`config.mk`:
```
export PLATFORM = sky130hd
export DESIGN_NAME = dpa_core
export DESIGN_NICKNAME = d
export VERILOG_FILES = /design/src/design/dpa_pkg.sv /design/src/design/dpa_host_strobe.sv /design/src/design/dpa_ptr_step.sv /design/src/design/dpa_core.sv
export SDC_FILE = /design/constraint.sdc
export NUM_CORES = 1
export LEC_CHECK = 0
export ABC_AREA = 1
export ABC_CLOCK_PERIOD_IN_PS = 2300
export BUFFER_PORTS_ARGS = -buffer_cell sky130_fd_sc_hd__buf_2
export CORE_MARGIN = 1.5
export CORE_UTILIZATION = 37
export CTS_CLUSTER_SIZE = 20
export DETAILED_ROUTE_END_ITERATION = 12
export SYNTH_ARGS = -nofsm -noshare
export SYNTH_HDL_FRONTEND = slang
export SYNTH_SLANG_ARGS = --single-unit
```
`constraint.sdc`:
```
create_clock -name i_core_clk -period 2.3 [get_ports i_core_clk]
set_input_delay 0.23 -clock i_core_clk [delete_from_list [all_inputs] [get_ports i_core_clk]]
set_output_delay 0.23 -clock i_core_clk [all_outputs]
set_load 0.01 [all_outputs]
```
`src/design/dpa_pkg.sv`:
```
// Shared constants and types for the display RAM access pointer block.
// Assumes one core clock; host port pins are sampled synchronously.
package dpa_pkg;
    // Geometry
    localparam int          DPA_COL_W        = 7;
    localparam int          DPA_PAGE_W       = 3;
    localparam logic [6:0]  DPA_COL_LAST     = 7'h7f;
    localparam logic [2:0]  DPA_PAGE_LAST    = 3'h4;
    // Addressing modes
    localparam logic [1:0]  DPA_MODE_HORIZ   = 2'h0;
    localparam logic [1:0]  DPA_MODE_VERT    = 2'h1;
    localparam logic [1:0]  DPA_MODE_PAGE    = 2'h2;
    localparam logic [1:0]  DPA_MODE_BAD     = 2'h3;
    // Opcodes
    localparam logic [7:0]  DPA_OP_NOP       = 8'he3;
    localparam logic [7:0]  DPA_OP_MODE      = 8'h20;
    localparam logic [7:0]  DPA_OP_COLWIN    = 8'h21;
    localparam logic [7:0]  DPA_OP_PAGEWIN   = 8'h22;
    localparam logic [7:0]  DPA_OP_CONTRAST  = 8'h81;
    localparam logic [7:0]  DPA_OP_DISP_OFF  = 8'hae;
    localparam logic [7:0]  DPA_OP_DISP_ON   = 8'haf;
    localparam logic [7:0]  DPA_OP_LOCOL_HI  = 8'h0f;
    localparam logic [7:0]  DPA_OP_HICOL_LO  = 8'h10;
    localparam logic [7:0]  DPA_OP_HICOL_HI  = 8'h17;
    localparam logic [7:0]  DPA_OP_PAGE_LO   = 8'hb0;
    localparam logic [7:0]  DPA_OP_PAGE_HI   = 8'hb4;
    localparam logic [7:0]  DPA_OP_LINE_LO   = 8'h40;
    localparam logic [7:0]  DPA_OP_LINE_HI   = 8'h66;
    // Status byte layout
    localparam int          DPA_STAT_OFF_BIT = 6;
    // Reset values
    localparam logic [7:0]  DPA_RST_CONTRAST = 8'h7f;
    localparam logic [5:0]  DPA_RST_LINE     = 6'h00;
    // Command decoder states
    typedef enum logic {DPA_CMD_OPCODE, DPA_CMD_PARAM} dpa_cmd_state_t;
endpackage

```
`src/design/dpa_host_strobe.sv`:
```
// Host port strobe detector: turns parallel or serial bus activity into
// one-cycle write and read pulses. Assumes pins synchronous to i_core_clk.
`timescale 1ns/1ps
`default_nettype none
module dpa_host_strobe (
    // Clock and reset
    input  wire logic i_core_clk,
    input  wire logic i_rst_n,
    // Port configuration
    input  wire logic i_serial_mode,
    input  wire logic i_bus_8080,
    // Parallel pins
    input  wire logic i_cs_n,
    input  wire logic i_rw,
    input  wire logic i_e,
    input  wire logic i_wr_n,
    input  wire logic i_rd_n,
    // Serial byte strobe
    input  wire logic i_ser_valid,
    // Pulses
    output logic      o_wr_pulse,
    output logic      o_rd_pulse,
    output logic      o_rd_active
);
    // -------------------------------------------------------------
    // Edge history
    // -------------------------------------------------------------
    typedef struct packed {
        logic e;
        logic wr_n;
        logic rd_n;
    } dpa_strobe_st_t;

    dpa_strobe_st_t st_reg;
    dpa_strobe_st_t st_next;

    // Sample previous levels
    always_comb begin
        st_next      = st_reg;
        st_next.e    = i_e;
        st_next.wr_n = i_wr_n;
        st_next.rd_n = i_rd_n;
    end

    always_ff @(posedge i_core_clk or negedge i_rst_n) begin
        if (!i_rst_n) begin
            st_reg <= '{e: 1'b0, wr_n: 1'b1, rd_n: 1'b1};
        end else begin
            st_reg <= st_next;
        end
    end

    // Write on strobe release, read on strobe assertion
    always_comb begin
        o_wr_pulse  = 1'b0;
        o_rd_pulse  = 1'b0;
        o_rd_active = 1'b0;
        if (i_serial_mode) begin
            o_wr_pulse = i_ser_valid;  // Serial is write only
        end else if (!i_cs_n) begin
            if (i_bus_8080) begin
                o_wr_pulse  = i_wr_n && !st_reg.wr_n;
                o_rd_pulse  = !i_rd_n && st_reg.rd_n;
                o_rd_active = !i_rd_n;
            end else begin
                o_wr_pulse  = !i_e && st_reg.e && !i_rw;
                o_rd_pulse  = i_e && !st_reg.e && i_rw;
                o_rd_active = i_e && i_rw;
            end
        end
    end
endmodule
`default_nettype wire

```
`src/design/dpa_ptr_step.sv`:
```
// Next column and page pointer after one data access, per addressing mode.
// Purely combinational; the caller registers the result.
`timescale 1ns/1ps
`default_nettype none
module dpa_ptr_step
    import dpa_pkg::*;
(
    // Mode and current pointers
    input  wire logic [1:0] i_mode,
    input  wire logic [6:0] i_col,
    input  wire logic [2:0] i_page,
    // Windows
    input  wire logic [6:0] i_col_start,
    input  wire logic [6:0] i_col_end,
    input  wire logic [2:0] i_page_start,
    input  wire logic [2:0] i_page_end,
    // Next pointers
    output logic      [6:0] o_col,
    output logic      [2:0] o_page
);
    logic col_at_end;
    logic page_at_end;

    // Step and wrap
    always_comb begin
        col_at_end  = (i_col == i_col_end);
        page_at_end = (i_page == i_page_end);
        o_col       = i_col;
        o_page      = i_page;
        case (i_mode)
            DPA_MODE_HORIZ: begin
                o_col = col_at_end ? i_col_start : i_col + 7'h01;
                if (col_at_end) begin
                    o_page = page_at_end ? i_page_start : i_page + 3'h1;
                end
            end
            DPA_MODE_VERT: begin
                o_page = page_at_end ? i_page_start : i_page + 3'h1;
                if (page_at_end) begin
                    o_col = col_at_end ? i_col_start : i_col + 7'h01;
                end
            end
            default: begin
                o_col = col_at_end ? i_col_start : i_col + 7'h01;
            end
        endcase
    end
endmodule
`default_nettype wire

```
`src/design/dpa_core.sv`:
```
// Display RAM access pointer: command decoder, pointer keeper, data path.
// Assumes a display RAM with one-cycle read latency on the far side.
`timescale 1ns/1ps
`default_nettype none
// What this block does
// - Opcode E3h as a command changes nothing.
// - Status read returns bit 6 set while display off, other bits zero.
// - Serial port gives no reads; every transfer is a write.
// - Each data read advances the column pointer, or the page pointer in vertical mode.
// - First read after a pointer load returns dummy data.
// - Data write with select high advances the column pointer, or the page pointer in vertical mode.
// - Status reads never move the pointers; data accesses and pointer-load commands do.
// - Opcodes 00h-0Fh load low nibble of page-mode column start.
// - Opcodes 10h-17h load high bits of page-mode column start.
// - Page mode: column steps, wraps to start, page stays.
// - Horizontal mode: column steps, page steps on column wrap, both wrap.
// - Vertical mode: page steps, column steps on page wrap, both wrap.
// - Opcodes B0h-B4h set page pointer to page 0-4.
// - 21h plus two bytes sets column window and loads column pointer.
// - 22h plus two bytes sets page window and loads page pointer.
// - Opcodes 40h-66h set display start line 0-38.
// - 81h plus one byte sets the contrast step.
// - Mode codes: horizontal 00, vertical 01, page 10 at reset, 11 ignored.
module dpa_core
    import dpa_pkg::*;
(
    // Clock and reset
    input  wire logic                 i_core_clk,
    input  wire logic                 i_rst_n,
    // Port configuration
    input  wire logic                 i_serial_mode,
    input  wire logic                 i_bus_8080,
    // Host pins
    input  wire logic                 i_cs_n,
    input  wire logic                 i_dc,
    input  wire logic                 i_rw,
    input  wire logic                 i_e,
    input  wire logic                 i_wr_n,
    input  wire logic                 i_rd_n,
    input  wire logic [7:0]           i_data,
    output logic      [7:0]           o_data,
    output logic                      o_data_oe,
    // Serial byte input
    input  wire logic                 i_ser_valid,
    input  wire logic [7:0]           i_ser_data,
    // Display RAM port
    output logic                      o_ram_we,
    output logic                      o_ram_re,
    output logic [dpa_pkg::DPA_COL_W-1:0]  o_ram_col,
    output logic [dpa_pkg::DPA_PAGE_W-1:0] o_ram_page,
    output logic      [7:0]           o_ram_wdata,
    input  wire logic [7:0]           i_ram_rdata,
    // Display settings
    output logic      [1:0]           o_addr_mode,
    output logic      [5:0]           o_start_line,
    output logic      [7:0]           o_contrast,
    output logic                      o_display_on
);
    import dpa_pkg::*;

    // -------------------------------------------------------------
    // State
    // -------------------------------------------------------------
    typedef struct packed {
        dpa_cmd_state_t cst;
        logic [7:0]     op;
        logic [2:0]     pidx;
        logic [2:0]     ptot;
        logic [7:0]     p1;
        logic [1:0]     mode;
        logic [6:0]     col;
        logic [2:0]     page;
        logic [6:0]     col_start;
        logic [6:0]     col_end;
        logic [2:0]     page_start;
        logic [2:0]     page_end;
        logic [5:0]     line;
        logic [7:0]     contrast;
        logic           disp_on;
        logic [7:0]     rd_buf;
        logic           re_pend;
        logic           ram_we;
        logic           ram_re;
        logic [6:0]     ram_col;
        logic [2:0]     ram_page;
        logic [7:0]     ram_wdata;
        logic [7:0]     dout;
        logic           dout_oe;
    } dpa_core_st_t;

    dpa_core_st_t st_reg;
    dpa_core_st_t st_next;

    logic       wr_p;
    logic       rd_p;
    logic       rd_act;
    logic [7:0] wbyte;
    logic [6:0] step_col;
    logic [2:0] step_page;
    logic       cmd_wr;
    logic       dat_wr;
    logic       dat_rd;
    logic       stat_rd;

    // -------------------------------------------------------------
    // Host strobes and pointer stepper
    // -------------------------------------------------------------
    dpa_host_strobe u_strobe (
        .i_core_clk    (i_core_clk),
        .i_rst_n       (i_rst_n),
        .i_serial_mode (i_serial_mode),
        .i_bus_8080    (i_bus_8080),
        .i_cs_n        (i_cs_n),
        .i_rw          (i_rw),
        .i_e           (i_e),
        .i_wr_n        (i_wr_n),
        .i_rd_n        (i_rd_n),
        .i_ser_valid   (i_ser_valid),
        .o_wr_pulse    (wr_p),
        .o_rd_pulse    (rd_p),
        .o_rd_active   (rd_act)
    );

    dpa_ptr_step u_step (
        .i_mode       (st_reg.mode),
        .i_col        (st_reg.col),
        .i_page       (st_reg.page),
        .i_col_start  (st_reg.col_start),
        .i_col_end    (st_reg.col_end),
        .i_page_start (st_reg.page_start),
        .i_page_end   (st_reg.page_end),
        .o_col        (step_col),
        .o_page       (step_page)
    );

    // Access classification
    assign wbyte   = i_serial_mode ? i_ser_data : i_data;
    assign cmd_wr  = wr_p && !i_dc;
    assign dat_wr  = wr_p && i_dc;
    assign dat_rd  = rd_p && i_dc;
    assign stat_rd = rd_p && !i_dc;

    // Parameter bytes per multi-byte opcode
    function automatic logic [2:0] param_count(input logic [7:0] op);
        case (op)
            DPA_OP_MODE, DPA_OP_CONTRAST, 8'ha8, 8'hd3, 8'hd5, 8'hd9, 8'hda, 8'hdb: param_count = 3'h1;
            DPA_OP_COLWIN, DPA_OP_PAGEWIN, 8'ha3: param_count = 3'h2;
            8'h29, 8'h2a:                         param_count = 3'h5;
            8'h26, 8'h27:                         param_count = 3'h6;
            default:                              param_count = 3'h0;
        endcase
    endfunction

    // -------------------------------------------------------------
    // Next state
    // -------------------------------------------------------------
    always_comb begin
        st_next         = st_reg;
        st_next.ram_we  = 1'b0;
        st_next.ram_re  = 1'b0;
        st_next.re_pend = st_reg.ram_re;
        st_next.dout_oe = rd_act;
        // Fetched RAM byte lands in the read buffer
        if (st_reg.re_pend) begin
            st_next.rd_buf = i_ram_rdata;
        end
        // Command byte, opcode phase
        if (cmd_wr && st_reg.cst == DPA_CMD_OPCODE) begin
            st_next.op   = wbyte;
            st_next.pidx = 3'h0;
            st_next.ptot = param_count(wbyte);
            if (param_count(wbyte) != 3'h0) begin
                st_next.cst = DPA_CMD_PARAM;
            end
            if (wbyte <= DPA_OP_LOCOL_HI) begin
                st_next.col[3:0] = wbyte[3:0];
            end else if (wbyte >= DPA_OP_HICOL_LO && wbyte <= DPA_OP_HICOL_HI) begin
                st_next.col[6:4] = wbyte[2:0];
            end else if (wbyte >= DPA_OP_PAGE_LO && wbyte <= DPA_OP_PAGE_HI) begin
                st_next.page = wbyte[2:0];
            end else if (wbyte >= DPA_OP_LINE_LO && wbyte <= DPA_OP_LINE_HI) begin
                st_next.line = wbyte[5:0];
            end else if (wbyte == DPA_OP_DISP_OFF || wbyte == DPA_OP_DISP_ON) begin
                st_next.disp_on = wbyte[0];
            end
            // NOP and unknown opcodes fall through with no effect
        end
        // Command byte, parameter phase; data bytes never count
        if (cmd_wr && st_reg.cst == DPA_CMD_PARAM) begin
            st_next.pidx = st_reg.pidx + 3'h1;
            if (st_reg.pidx == 3'h0) begin
                st_next.p1 = wbyte;
            end
            if (st_reg.pidx + 3'h1 == st_reg.ptot) begin
                st_next.cst = DPA_CMD_OPCODE;
                case (st_reg.op)
                    DPA_OP_MODE: begin
                        if (wbyte[1:0] != DPA_MODE_BAD) begin
                            st_next.mode = wbyte[1:0];
                        end
                    end
                    DPA_OP_COLWIN: begin
                        st_next.col_start = st_reg.p1[6:0];
                        st_next.col_end   = wbyte[6:0];
                        st_next.col       = st_reg.p1[6:0];
                    end
                    DPA_OP_PAGEWIN: begin
                        st_next.page_start = st_reg.p1[2:0];
                        st_next.page_end   = wbyte[2:0];
                        st_next.page       = st_reg.p1[2:0];
                    end
                    DPA_OP_CONTRAST: begin
                        st_next.contrast = wbyte;
                    end
                    default: begin
                        st_next.cst = DPA_CMD_OPCODE;
                    end
                endcase
            end
        end
        // Data write: store at pointer, then advance
        if (dat_wr) begin
            st_next.ram_we    = 1'b1;
            st_next.ram_col   = st_reg.col;
            st_next.ram_page  = st_reg.page;
            st_next.ram_wdata = wbyte;
            st_next.col       = step_col;
            st_next.page      = step_page;
        end
        // Data read: hand out the buffer, prefetch at pointer
        if (dat_rd) begin
            st_next.dout     = st_reg.rd_buf;
            st_next.ram_re   = 1'b1;
            st_next.ram_col  = st_reg.col;
            st_next.ram_page = st_reg.page;
            st_next.col      = step_col;
            st_next.page     = step_page;
        end
        // Status read leaves pointers alone
        if (stat_rd) begin
            st_next.dout = 8'h00;
            st_next.dout[DPA_STAT_OFF_BIT] = !st_reg.disp_on;
        end
    end

    always_ff @(posedge i_core_clk or negedge i_rst_n) begin
        if (!i_rst_n) begin
            st_reg            <= '0;
            st_reg.cst        <= DPA_CMD_OPCODE;
            st_reg.mode       <= DPA_MODE_PAGE;
            st_reg.col_end    <= DPA_COL_LAST;
            st_reg.page_end   <= DPA_PAGE_LAST;
            st_reg.line       <= DPA_RST_LINE;
            st_reg.contrast   <= DPA_RST_CONTRAST;
        end else begin
            st_reg <= st_next;
        end
    end

    // Outputs from flops
    assign o_data       = st_reg.dout;
    assign o_data_oe    = st_reg.dout_oe;
    assign o_ram_we     = st_reg.ram_we;
    assign o_ram_re     = st_reg.ram_re;
    assign o_ram_col    = st_reg.ram_col;
    assign o_ram_page   = st_reg.ram_page;
    assign o_ram_wdata  = st_reg.ram_wdata;
    assign o_addr_mode  = st_reg.mode;
    assign o_start_line = st_reg.line;
    assign o_contrast   = st_reg.contrast;
    assign o_display_on = st_reg.disp_on;

    logic opc;
    assign opc = cmd_wr && st_reg.cst == DPA_CMD_OPCODE;
endmodule
`default_nettype wire

```
==> results.yml <==
routing:
  routed_wl_mm: 14.4
  drt_pass1_iterations: 5
  drt-vias-per-instance: 4.67
  drt-initial-drc-count: 286
  postRouteAntennaNets: 0
  vias: 4771
  drc: 0
  wl_per_cell_um: 14.1
clock_tree:
  cts_buffers: 9
  clkLatencyLatePin_ps: 360
  cts_tree: "built"
  clockBufferDepth: 2
  cts-root-buf: "clkbuf_16"
  clkTransAtPathRegs_ps: 80
  cts_max_level: 3
  clock_sinks: 110
worst_hold_path:
  min_from: "i_ram_rdata[5]"
  hold_end: "st_reg[35]"
  hold_depth: 3
  min_path_type: "in -> reg"
floorplan:
  ios: 81
  dieArea_um2: 17400
  initial_utilization_pct: 38.3
  core_um2: 16100
  fp.dieH_um: 132
  rows: 46
  die_x_um: 132
synthesis:
  synthArstFlopShare_pct: 100
  syn-mean-instance-area_um2: 8.18
  ys_ff_latch: 110
  yosysWarnings: 0
  synth_top_area_cell: "dfrtp_1"
  synthCells: 752
  synthMuxAreaShare_pct: 0.346
  synth-xor-area-share_pct: 1.28
  yosys-top-cells-area: "dfrtp_1, nand2_1, dfstp_2, buf_4, o21ai_0"
  synth-main-ff-cell: "dfrtp_1"
  synth_fp_nets: 791
  synth_top_area_share_pct: 37.4
  ys_seq_area_share_pct: 45.1
  synth-compound-area-share_pct: 13.0
  synth_area_um2: 6150
  yosys.area_share.adder_pct: 0.813
  synthSimpleGateAreaFrac_pct: 26.7
  synth_cell_types: 42
  synth_top_family_by_area: "simple AND/OR/NAND/NOR gates"
  synth-edff-count: 0
worst_setup_path:
  crit_path_end_kind: "register"
  regToRegSetupSlack_ps: 280
  crit_chain: "dlygate4sd3_1 > buf_2 > nor2_1 > nand2_1 > nand2_1 > nand2_2 > nand2_2 > nand2_2 > nor2_2 > nand4_2 > nand2_1 > o21ai_2"
  critPathLaunchType: "primary input"
  crit_arrival_ps: 2270
  regToRegStartpoint: "st_reg[96]"
  critPathSlowestCell: "dlygate4sd3_1"
  reg2reg_depth: 11
  rr_endpoint: "o_contrast[7]"
  cp_slowest_stage_delay_ps: 530
  path_class: "in -> reg"
  worstPathRequired_ps: 2540
  worstPathMaxFanout: 12
  crit_family: "simple AND/OR/NAND/NOR gates"
  cp_num_buf_inv: 2
sta:
  tightest_slew_ps: 585
  hold_viol: 0
  period_share_pct: 88.2
  max_slew_margin_pct: 60.7
  holdWs_ps: 70.0
  rsz0062_at_grt: "yes"
  drv_slew: 0
  setup_tns_ps: 0
  fmax_ghz: 0.493
  period_needed_ps: 2030
  setup_viol: 0
  skew_ps: 10.8
  layout_setup_ws_ps: 271
placed_design:
  port_buffers: 80
  hpwl_mm: 10.2
  placedCellCount: 1000
  gp_congestion: 0.852
  place_area_um2: 6480
  dpl_worst_slack_ps: 215
power_and_ir_drop:
  peakVddDrop_mv: 0.453
  powerDensity_nw_per_um2: 937
  leakage_uw: 0.00344
grt:
  grt_max_degree: 76
  antenna_found_initial: 0
  track_usage_pct: 17.2
  grt_pass1_vias: 4591
  grt-ovfl-total: 0
  grt_pass1_wl_mm: 23.8
final_layout:
  stdcell_count: 1022
  mostFrequentLayoutCell: "nand2_1"
  largest_reg_flops: 61
  area_delta_synth_final_pct: 11.4
  final_cell_mix: "nand2_1, dfrtp_1, buf_2"
  num_antenna_cells: 0
  nets: 840
  design_area_um2: 6860
  drive_gt1_share_pct: 25.1
status:
  status: "finished, final reports clean"
run:
  maxCapViolCount: 0
[kinds of logic (layout without fill, tap and decap cells)]
family,count (synthesis),in the layout
AOI/OAI and AO/OA,130,130
xor gates and xnor gates,9,9
adders and majority gates,4,4
and+or+nand+nor,355,355
DFF,110,110
muxes,2,2
buffers and inverters,142,196
[worst max path at each step]
stage | startpoint | end | slack (ps) | depth (start not counted)
CTS | st_reg[96] | st_reg[79] | 180 | 11
detailed placement | st_reg[96] | st_reg[79] | 210 | 11
finish | i_e | o_start_line[4] | 270 | 12
global placement | st_reg[96] | st_reg[78] | 250 | 11
global route | st_reg[96] | st_reg[75] | -30 | 11
floorplan | st_reg[96] | o_contrast[6] | 530 | 12
[layout make-up]
class                           count  area (um^2)
Timing Repair Buffer              104          618
Inverter                           76          290
Clock inverter                      6         77.6
Fill cell                        1651         9200
Clock buffer                       10          229
Tap cell                          216          270
Sequential cell                   110         2780
Multi-Input combinational cell    500         2600
[per-stage QoR]
| step | util (%) | total power (uW) |
|---|---|---|
| floorplan | - | 4420 |
| global route | 42.7 | 6910 |
| finish | 42.7 | 6430 |
| detailed placement | 40.3 | 4810 |
| global placement | 40.3 | 4780 |
| CTS | 42.5 | 6490 |
[synth_stat cells, types with 2 or more instances]
| master | n |
|---|---|
| buf_2 | 8 |
| nand4_1 | 9 |
| inv_2 | 3 |
| nand2_2 | 11 |
| o21ai_0 | 65 |
| inv_4 | 2 |
| xor2_1 | 3 |
| o22ai_1 | 2 |
| ha_1 | 4 |
| a21oi_1 | 13 |
| nor2_1 | 40 |
| o211ai_1 | 8 |
| dfstp_2 | 18 |
| xnor2_1 | 6 |
| nand3b_1 | 4 |
| o21ai_1 | 8 |
| nand2_1 | 221 |
| dfrtp_1 | 92 |
| inv_1 | 71 |
| buf_6 | 7 |
| o21ai_2 | 20 |
| buf_4 | 47 |
| nor3_1 | 3 |
| o21a_1 | 10 |
| nand4_2 | 2 |
| nor2_2 | 6 |
| nor2_4 | 7 |
| nand3_1 | 38 |
| nand2_4 | 9 |
| clkbuf_1 | 3 |
[per-layer routing]
layer	global-route usage, %	vias to the layer above	share of wire [%]
met5	0	-	0
met4	6.11	0	1.6
met3	2.42	16	3.2
met2	27.5	93	46
met1	23.8	2196	49
li1	-	2466	-
[worst reg2reg max path, cell delays in order (launching register included)]
cell and delay [ps]:
dfrtp_1 410, inv_1 80, ha_1 290, inv_1 50, nand2_1 50, nand4_1 90
nor2_1 200, inv_1 100, nor2_4 190, nand3_4 240, nand2_1 160, o21ai_2 60
[power breakdown]
| group | switching (uW) | total, uW | leakage, uW | internal (uW) |
|---|---|---|---|---|
| combinational | 1180 | 1960 | 0.00192 | 783 |
| clock | 777 | 1640 | 0.000147 | 868 |
| sequential | 393 | 2820 | 0.00137 | 2430 |
[what timing repair did]
| item | in CTS | in global routing |
|---|---|---|
| setup endpoints to repair | 0 | 20 |
| setup buffers | 0 | 2 |
| hold endpoints to repair | 95 | 0 |
| gates resized for setup | 0 | 2 |
| hold buffers | 4 | 0 |
(Power assumes the default switching activity.)
